==> src/rtl/crif_pkg.sv <==
package crif_pkg;

	// register bus geometry
	localparam int CRIF_ADDR_W = 8;
	localparam int CRIF_DATA_W = 32;

	// the one register of this block
	localparam logic [CRIF_ADDR_W-1:0] CRIF_CLOCK_EVENT_INTERRUPT_OFS = 8'h08;
	localparam logic [CRIF_DATA_W-1:0] CRIF_CLOCK_EVENT_INTERRUPT_RST = 32'h0000_0000;

	// ready group: pll, ext fast, int fast, ext slow, int slow (msb to lsb)
	localparam int CRIF_READY_W = 5;

	// flag positions (read only)
	localparam int CRIF_READY_FLAG_LSB = 0;
	localparam int CRIF_PARITY_FLAG_BIT = 5;
	localparam int CRIF_CLOCK_FAIL_FLAG_BIT = 7;

	// enable positions (read/write)
	localparam int CRIF_READY_EN_LSB = 8;
	localparam int CRIF_PARITY_IRQ_EN_BIT = 13;
	localparam int CRIF_PARITY_RST_EN_BIT = 14;

	// clear positions (write only, read as zero)
	localparam int CRIF_READY_CLR_LSB = 16;
	localparam int CRIF_PARITY_CLR_BIT = 21;
	localparam int CRIF_CLOCK_FAIL_CLR_BIT = 23;
	localparam int CRIF_CLR_MSB = 23;

	// index of each source in the synchronised event vector
	localparam int CRIF_EV_READY_LSB = 0;
	localparam int CRIF_EV_CLOCK_FAIL = 5;
	localparam int CRIF_EV_PARITY = 6;
	localparam int CRIF_EV_W = 7;

endpackage : crif_pkg

==> src/rtl/crif_event_if.sv <==
`timescale 1ns/1ps
`default_nettype none

// synchronised level and rising-edge pulse of each outside event
interface crif_event_if #(
	parameter int W = 7
);
	logic [W-1:0] level;
	logic [W-1:0] rise;

	modport src (output level, output rise);
	modport dst (input level, input rise);
endinterface : crif_event_if

`default_nettype wire

==> src/rtl/crif_sync_edge.sv <==
`timescale 1ns/1ps
`default_nettype none

module crif_sync_edge #(
	parameter int W = 7
) (
	input wire logic clk,
	input wire logic rstn,
	input wire logic [W-1:0] raw_in,
	crif_event_if.src ev
);

	logic [W-1:0] meta_reg;
	logic [W-1:0] sync_reg;
	logic [W-1:0] prev_reg;

	// first stage: read only by the second stage
	always_ff @(posedge clk or negedge rstn) begin
		if (!rstn) begin
			meta_reg <= '0;
		end else begin
			meta_reg <= raw_in;
		end
	end

	// second stage gives a settled level
	always_ff @(posedge clk or negedge rstn) begin
		if (!rstn) begin
			sync_reg <= '0;
		end else begin
			sync_reg <= meta_reg;
		end
	end

	// delayed copy for edge detection
	always_ff @(posedge clk or negedge rstn) begin
		if (!rstn) begin
			prev_reg <= '0;
		end else begin
			prev_reg <= sync_reg;
		end
	end

	// a source held high sets its flag once, not again after every clear
	assign ev.level = sync_reg;
	assign ev.rise = sync_reg & ~prev_reg;

endmodule : crif_sync_edge

`default_nettype wire

==> src/rtl/crif_top.sv <==
// Behaviour
// - Writing 1 to bit 23 clears the clock failure flag, writing 0 leaves it alone.
// - Writing 1 to bit 21 clears the parity error flag, writing 0 has no effect.
// - Writing 1 to bits 20 to 16 clears the matching ready flag (pll, ext fast, int fast, ext slow, int slow).
// - With bit 14 set a parity error raises a reset request, with it clear no reset is raised.
// - With bit 13 set a parity error produces an interrupt, with it clear it produces none.
// - Bits 12 to 8 are read/write ready interrupt enables in the same source order.
// - Bit 7 is set by a failure of the external fast oscillator, stays until cleared, and is read only.
// - Bit 5 is set by a parity error, reads 1 while set, and is cleared only by its clear bit.
// - Bit 4 is set only when the pll enable is 1 and the pll signals lock, and holds until cleared.
// - Bit 3 is set only when its enable is 1 and the external fast oscillator is ready.
// - Bit 2 is set only when its enable is 1 and the internal fast oscillator is ready.
// - Bit 1 is set only when its enable is 1 and the external slow oscillator is ready.
// - Bit 0 is set only when its enable is 1 and the internal slow oscillator is ready.
// - After reset every field reads zero and all enables are off.
`timescale 1ns/1ps
`default_nettype none

module crif_top
	import crif_pkg::*;
#(
	parameter int ADDR_W = CRIF_ADDR_W
) (
	input wire logic clk,
	input wire logic rstn,
	input wire logic [ADDR_W-1:0] reg_addr,
	input wire logic [CRIF_DATA_W-1:0] reg_wdata,
	input wire logic reg_wr,
	input wire logic reg_rd,
	output logic [CRIF_DATA_W-1:0] reg_rdata,
	input wire logic pll_lock,
	input wire logic ext_fast_osc_ready,
	input wire logic int_fast_osc_ready,
	input wire logic ext_slow_osc_ready,
	input wire logic int_slow_osc_ready,
	input wire logic clock_fail,
	input wire logic parity_error,
	output logic irq,
	output logic parity_reset_req
);

	// the register offset must fit the address bus
	generate
		if (ADDR_W < CRIF_ADDR_W) begin : g_bad_addr_w
			$error("crif_top: ADDR_W too narrow for the register offset");
		end
	endgenerate

	// address decode, shared by read and write
	function automatic logic addr_hit(input logic [ADDR_W-1:0] a);
		addr_hit = (a == ADDR_W'(CRIF_CLOCK_EVENT_INTERRUPT_OFS));
	endfunction : addr_hit

	crif_event_if #(.W(CRIF_EV_W)) ev ();

	logic [CRIF_EV_W-1:0] raw_events;

	// order matches the ready flag layout, pll at the top
	assign raw_events = {parity_error, clock_fail, pll_lock, ext_fast_osc_ready,
		int_fast_osc_ready, ext_slow_osc_ready, int_slow_osc_ready};

	// all sources come from other clocks or pins
	crif_sync_edge #(.W(CRIF_EV_W)) crif_sync_edge_inst (
		.clk(clk),
		.rstn(rstn),
		.raw_in(raw_events),
		.ev(ev)
	);

	logic wr_hit;
	logic rd_hit;
	logic [CRIF_READY_W-1:0] ready_en_reg;
	logic parity_irq_en_reg;
	logic parity_rst_en_reg;
	logic [CRIF_READY_W-1:0] ready_flag_reg;
	logic [CRIF_READY_W-1:0] ready_flag_next;
	logic [CRIF_READY_W-1:0] ready_set;
	logic [CRIF_READY_W-1:0] ready_clr;
	logic clock_fail_flag_reg;
	logic clock_fail_flag_next;
	logic clock_fail_set;
	logic clock_fail_clr;
	logic parity_flag_reg;
	logic parity_flag_next;
	logic parity_set;
	logic parity_clr;
	logic [CRIF_DATA_W-1:0] read_word;
	logic [CRIF_DATA_W-1:0] reg_rdata_reg;
	logic irq_reg;
	logic parity_reset_req_reg;

	// strobes only count at our own offset
	assign wr_hit = reg_wr && addr_hit(reg_addr);
	assign rd_hit = reg_rd && addr_hit(reg_addr);

	// hardware set terms; ready sources are gated by their enable
	assign ready_set = ev.rise[CRIF_EV_READY_LSB +: CRIF_READY_W] & ready_en_reg;
	assign clock_fail_set = ev.rise[CRIF_EV_CLOCK_FAIL];
	assign parity_set = ev.rise[CRIF_EV_PARITY];

	// clear pulses; reserved write bits are simply dropped
	assign ready_clr = wr_hit ? reg_wdata[CRIF_READY_CLR_LSB +: CRIF_READY_W] : '0;
	assign clock_fail_clr = wr_hit && reg_wdata[CRIF_CLOCK_FAIL_CLR_BIT];
	assign parity_clr = wr_hit && reg_wdata[CRIF_PARITY_CLR_BIT];

	// set is or-ed in last so an event in the clear cycle survives
	assign ready_flag_next = (ready_flag_reg & ~ready_clr) | ready_set;
	assign clock_fail_flag_next = (clock_fail_flag_reg && !clock_fail_clr) || clock_fail_set;
	assign parity_flag_next = (parity_flag_reg && !parity_clr) || parity_set;

	// software enables
	always_ff @(posedge clk or negedge rstn) begin
		if (!rstn) begin
			ready_en_reg <= CRIF_CLOCK_EVENT_INTERRUPT_RST[CRIF_READY_EN_LSB +: CRIF_READY_W];
			parity_irq_en_reg <= CRIF_CLOCK_EVENT_INTERRUPT_RST[CRIF_PARITY_IRQ_EN_BIT];
			parity_rst_en_reg <= CRIF_CLOCK_EVENT_INTERRUPT_RST[CRIF_PARITY_RST_EN_BIT];
		end else if (wr_hit) begin
			ready_en_reg <= reg_wdata[CRIF_READY_EN_LSB +: CRIF_READY_W];
			parity_irq_en_reg <= reg_wdata[CRIF_PARITY_IRQ_EN_BIT];
			parity_rst_en_reg <= reg_wdata[CRIF_PARITY_RST_EN_BIT];
		end
	end

	// sticky ready flags
	always_ff @(posedge clk or negedge rstn) begin
		if (!rstn) begin
			ready_flag_reg <= CRIF_CLOCK_EVENT_INTERRUPT_RST[CRIF_READY_FLAG_LSB +: CRIF_READY_W];
		end else begin
			ready_flag_reg <= ready_flag_next;
		end
	end

	// sticky clock failure flag
	always_ff @(posedge clk or negedge rstn) begin
		if (!rstn) begin
			clock_fail_flag_reg <= CRIF_CLOCK_EVENT_INTERRUPT_RST[CRIF_CLOCK_FAIL_FLAG_BIT];
		end else begin
			clock_fail_flag_reg <= clock_fail_flag_next;
		end
	end

	// sticky parity flag, set regardless of the irq enable
	always_ff @(posedge clk or negedge rstn) begin
		if (!rstn) begin
			parity_flag_reg <= CRIF_CLOCK_EVENT_INTERRUPT_RST[CRIF_PARITY_FLAG_BIT];
		end else begin
			parity_flag_reg <= parity_flag_next;
		end
	end

	// read view; clear bits and reserved bits read zero
	always_comb begin
		read_word = '0;
		read_word[CRIF_READY_FLAG_LSB +: CRIF_READY_W] = ready_flag_reg;
		read_word[CRIF_PARITY_FLAG_BIT] = parity_flag_reg;
		read_word[CRIF_CLOCK_FAIL_FLAG_BIT] = clock_fail_flag_reg;
		read_word[CRIF_READY_EN_LSB +: CRIF_READY_W] = ready_en_reg;
		read_word[CRIF_PARITY_IRQ_EN_BIT] = parity_irq_en_reg;
		read_word[CRIF_PARITY_RST_EN_BIT] = parity_rst_en_reg;
	end

	// read data valid only in the cycle after the strobe, zero elsewhere
	always_ff @(posedge clk or negedge rstn) begin
		if (!rstn) begin
			reg_rdata_reg <= '0;
		end else begin
			reg_rdata_reg <= rd_hit ? read_word : '0;
		end
	end

	// registered interrupt level, one cycle behind the flags
	always_ff @(posedge clk or negedge rstn) begin
		if (!rstn) begin
			irq_reg <= 1'b0;
		end else begin
			irq_reg <= (|ready_flag_reg) || clock_fail_flag_reg
				|| (parity_flag_reg && parity_irq_en_reg);
		end
	end

	// reset request is a one-cycle pulse per detected error
	always_ff @(posedge clk or negedge rstn) begin
		if (!rstn) begin
			parity_reset_req_reg <= 1'b0;
		end else begin
			parity_reset_req_reg <= parity_rst_en_reg && parity_set;
		end
	end

	assign reg_rdata = reg_rdata_reg;
	assign irq = irq_reg;
	assign parity_reset_req = parity_reset_req_reg;
endmodule : crif_top

`default_nettype wire

==> config.mk <==
export PLATFORM = sky130hd
export DESIGN_NAME = crif_top
export DESIGN_NICKNAME = d
export VERILOG_FILES = /design/src/rtl/crif_pkg.sv /design/src/rtl/crif_event_if.sv /design/src/rtl/crif_sync_edge.sv /design/src/rtl/crif_top.sv
export SDC_FILE = /design/constraint.sdc
export NUM_CORES = 1
export LEC_CHECK = 0
export ABC_AREA = 1
export BUFFER_PORTS_ARGS = -buffer_cell sky130_fd_sc_hd__buf_4
export CORE_ASPECT_RATIO = 1.5
export CORE_MARGIN = 4
export CORE_UTILIZATION = 46
export DETAILED_ROUTE_END_ITERATION = 10
export GPL_TIMING_DRIVEN = 0
export HOLD_SLACK_MARGIN = 0.1
export PLACE_DENSITY = 0.75
export REMOVE_ABC_BUFFERS = 1
export SYNTH_ARGS = -nofsm -noshare
export SYNTH_HDL_FRONTEND = slang
export SYNTH_SLANG_ARGS = --single-unit
export TNS_END_PERCENT = 10
==> constraint.sdc <==
create_clock -name clk -period 1.1 [get_ports clk]
set_input_delay 0 -clock clk [delete_from_list [all_inputs] [get_ports clk]]
set_output_delay 0 -clock clk [all_outputs]
set_load 0.01 [all_outputs]
==> impl_metrics.prom <==
# TYPE chip_impl_metric gauge
chip_impl_metric{name="global_route.usage.total",unit="%"} 14.8
chip_impl_metric{name="timing.final.crit_share",unit="%"} 87.8
chip_impl_metric{name="grt_max_degree",unit=""} 52
chip_impl_metric{name="postLayoutSetupSlackWorst",unit="ns"} 0.135
chip_impl_metric{name="setup_viol",unit=""} 0
chip_impl_metric{name="viasPerCell",unit=""} 4.37
chip_impl_metric{name="final-hold-violation-count",unit=""} 0
chip_impl_metric{name="numCtsBuffers",unit=""} 5
chip_impl_metric{name="p_per_area",unit="mW/mm²"} 1260
chip_impl_metric{name="fp-row-count",unit=""} 28
chip_impl_metric{name="critPathRequiredTime",unit="ns"} 1.29
chip_impl_metric{name="worst_skew",unit="ns"} 0.00465
chip_impl_metric{name="netSwitchingPower",unit="mW"} 0.709
chip_impl_metric{name="placedInstanceArea",unit="mm²"} 0.00220
chip_impl_metric{name="fin_nets",unit=""} 302
chip_impl_metric{name="core_ar",unit="mm²"} 0.00396
chip_impl_metric{name="max-clock-path-buffers",unit=""} 2
chip_impl_info{name="tightest_hold_check_type",value="input pin to flop"} 1
chip_impl_info{name="layout.cells.most_common_list",value="dfrtp_1, buf_4, nand2_1"} 1
chip_impl_metric{name="grt_overflow_total",unit=""} 0
chip_impl_metric{name="drc",unit=""} 0
chip_impl_metric{name="seq_area_frac_synth",unit="%"} 67.8
chip_impl_metric{name="syn2layout_area_growth",unit="%"} 36.4
chip_impl_metric{name="timing.critical_path.arrival",unit="ns"} 1.15
chip_impl_metric{name="drt-total-wl",unit="mm"} 3.34
chip_impl_metric{name="floorplan.die_area",unit="mm²"} 0.00520
chip_impl_metric{name="power.leakage",unit="nW"} 1.36
chip_impl_metric{name="vias_in_the_first_global_route",unit=""} 1305
chip_impl_info{name="grt_setup_unrepaired",value="no"} 1
chip_impl_metric{name="post-layout-total-power",unit="mW"} 3.23
chip_impl_metric{name="switching_power_share_of_the_total",unit="%"} 21.9
chip_impl_metric{name="detail_route.first_pass.iterations",unit=""} 4
chip_impl_metric{name="drive_above_1_share",unit="%"} 28.2
chip_impl_metric{name="floorplan.initialDensity",unit="%"} 47.6
chip_impl_metric{name="avg_synthesized_cell_area",unit="µm²"} 10.9
chip_impl_metric{name="antenna_cells_inserted",unit=""} 0
chip_impl_metric{name="post-route-min-period",unit="ns"} 0.965
chip_impl_metric{name="setup_tns",unit="ns"} 0
chip_impl_metric{name="antenna_violations_before_repair",unit=""} 0
chip_impl_info{name="worst-setup-path-type",value="input pin to flop"} 1
chip_impl_info{name="crit_path_top_delay_cell",value="dlygate4sd3_1"} 1
chip_impl_metric{name="synthesized_flop_and_latch_total",unit=""} 51
chip_impl_metric{name="clock_tree.htree_level_count",unit=""} 2
chip_impl_metric{name="die_w",unit="µm"} 60.2
chip_impl_metric{name="detailed_place_hpwl",unit="mm"} 2.17
chip_impl_metric{name="finalInstanceArea",unit="mm²"} 0.00257
chip_impl_metric{name="finalWeightedCongestion",unit=""} 0.760
chip_impl_metric{name="clock_share_of_power",unit="%"} 30.8
chip_impl_metric{name="max-vdd-ir-drop",unit="mV"} 1.15
chip_impl_metric{name="global_route_wire_length_before_repair",unit="mm"} 5.64
chip_impl_metric{name="drv_cap",unit=""} 0
chip_impl_metric{name="synth.yosys.warnings",unit=""} 0
chip_impl_metric{name="max_freq",unit="MHz"} 1040
chip_impl_metric{name="worst_skew_pair.late_latency",unit="ns"} 0.29
chip_impl_metric{name="yosysUniqueCellTypes",unit=""} 12
chip_impl_metric{name="starting_drc_count_in_detailed_routing",unit=""} 22
chip_impl_info{name="tritoncts",value="yes"} 1
chip_impl_metric{name="die_height",unit="µm"} 86.4
chip_impl_metric{name="largest_register_ff_count",unit=""} 14
chip_impl_metric{name="intPower",unit="mW"} 2.53
chip_impl_metric{name="routed-via-count",unit=""} 1298
chip_impl_metric{name="max_stage_delay",unit="ns"} 0.53
chip_impl_info{name="crit_chain",value="dlygate4sd3_1 > buf_4 > nand2_1 > nand2_1 > nand2_1"} 1
chip_impl_metric{name="critPathMaxFanout",unit=""} 15
chip_impl_info{name="cp_common_cell",value="nand2_1"} 1
chip_impl_metric{name="p_seq_share",unit="%"} 60.6
chip_impl_metric{name="placement.io_buffers",unit=""} 48
chip_impl_metric{name="dpl.cell_count",unit=""} 261
chip_impl_metric{name="routedWlPerCell",unit="µm"} 11.2
chip_impl_info{name="clock-root-buffer",value="clkbuf_8"} 1
chip_impl_info{name="cp-end-kind",value="flop"} 1
chip_impl_metric{name="dp_slack",unit="ns"} -0.196
chip_impl_metric{name="max_slew_margin",unit="%"} 59.7
chip_impl_metric{name="worst_pin_slew",unit="ns"} 0.605
chip_impl_metric{name="drtAntennaViolNets",unit=""} 0
chip_impl_metric{name="clkSlewWorstSetupHoldPaths",unit="ns"} 0.08
chip_impl_metric{name="final_cell_count_no_fill",unit=""} 297
chip_impl_metric{name="post_synth_inst_count",unit=""} 172
chip_impl_metric{name="netlist_area",unit="mm²"} 0.00188
chip_impl_metric{name="clock-sinks",unit=""} 51
chip_impl_metric{name="portion_of_total_power_attributed_to_combinational_logic",unit="%"} 8.6
chip_impl_info{name="run_status",value="completed"} 1
chip_impl_info{name="worstSetupStartpointType",value="input pin"} 1
chip_impl_metric{name="drv_slew",unit=""} 0
chip_impl_metric{name="io-pin-count",unit=""} 85
==> cell type report <==
cell class                      count  area [µm²]
Clock buffer                        7        76.3
Multi-Input combinational cell    100         448
Sequential cell                    51        1280
Inverter                           17        63.8
Fill cell                         315        1390
Tap cell                           45        56.3
Clock inverter                      1        5.00
Timing Repair Buffer               76         643
==> repair_timing <==
action	CTS	global route
hold buffers	24	0
setup endpoints to repair	0	4
endpoints found under the hold margin	83	0
gates resized for setup	0	1
setup buffers	0	4
==> routing by layer <==
| layer | part of all wire (%) | vias up | global-route usage [%] | wire length [µm] |
|---|---|---|---|---|
| met1 | 37 | 604 | 16.5 | 1250 |
| met5 | 0 | - | 0 | 0 |
| met3 | 8.4 | 4 | 3.87 | 282 |
| li1 | - | 636 | - | - |
| met2 | 52 | 54 | 25.4 | 1750 |
| met4 | 1.9 | 0 | 7.26 | 63 |
==> critical path, delay by kind of cell <==
kind / cells / cell delay (ns)
buffers and inverters: 2 / 0.74
and+or+nand+nor: 3 / 0.40
==> path summary, 6_finish.rpt <==
| path | from | to | slack (ns) | cells after the start |
|---|---|---|---|---|
| setup / recovery | reg_wr | ready_en_reg[1] | 0.13 | 5 |
| hold / removal | reg_addr[6] | ready_flag_reg[1] | 0.16 | 7 |
| setup reg to reg | ready_flag_reg[3] | irq | 0.17 | 2 |
| hold reg to reg | crif_sync_edge_inst.meta_reg[0] | crif_sync_edge_inst.ev.level[0] | 0.35 | 0 |
| max in group asynchronous | rstn | reg_rdata[9] | 0.44 | 2 |
| min in group asynchronous | rstn | reg_rdata[12] | 0.25 | 2 |
==> logic make-up after synthesis <==
family	after synthesis	synth area share, %
other cells	1	0.199
simple gates	82	19.9
flops	51	67.8
buf+inv	38	12.2
==> cells in the mapped netlist <==
| cell | n | area (µm²) |
|---|---|---|
| buf_6 | 2 | 22.5 |
| nor2_2 | 9 | 56.3 |
| nor2_4 | 2 | 22.5 |
| conb_1 | 1 | 3.75 |
| inv_1 | 17 | 63.8 |
| nor2_1 | 15 | 56.3 |
| buf_4 | 19 | 143 |
| nor4_1 | 1 | 6.26 |
| dfrtp_1 | 51 | 1280 |
| nand3_1 | 15 | 75.1 |
| nand2_4 | 1 | 11.3 |
| nand2_1 | 39 | 146 |
==> power groups by stage <==
stage | Clock, mW | Combinational [mW] | Sequential [mW]
2_1_floorplan | 0 | 0.0684 | 1.99
3_3_place_gp | 0 | 0.206 | 2.00
3_5_place_dp | 0 | 0.211 | 2.00
4_1_cts | 1.03 | 0.279 | 1.96
5_1_grt | 1.12 | 0.315 | 1.97
6_report | 0.995 | 0.278 | 1.96
==> through the flow <==
stage,util (%),hold WS [ns]
final,64.9,0.159
after CTS,63.7,0.162
after global placement,55.5,0.0525
after floorplan,-,-0.296
after global routing,64.9,0.191
after detailed placement,55.5,0.0575
(Power assumes the default switching activity.)
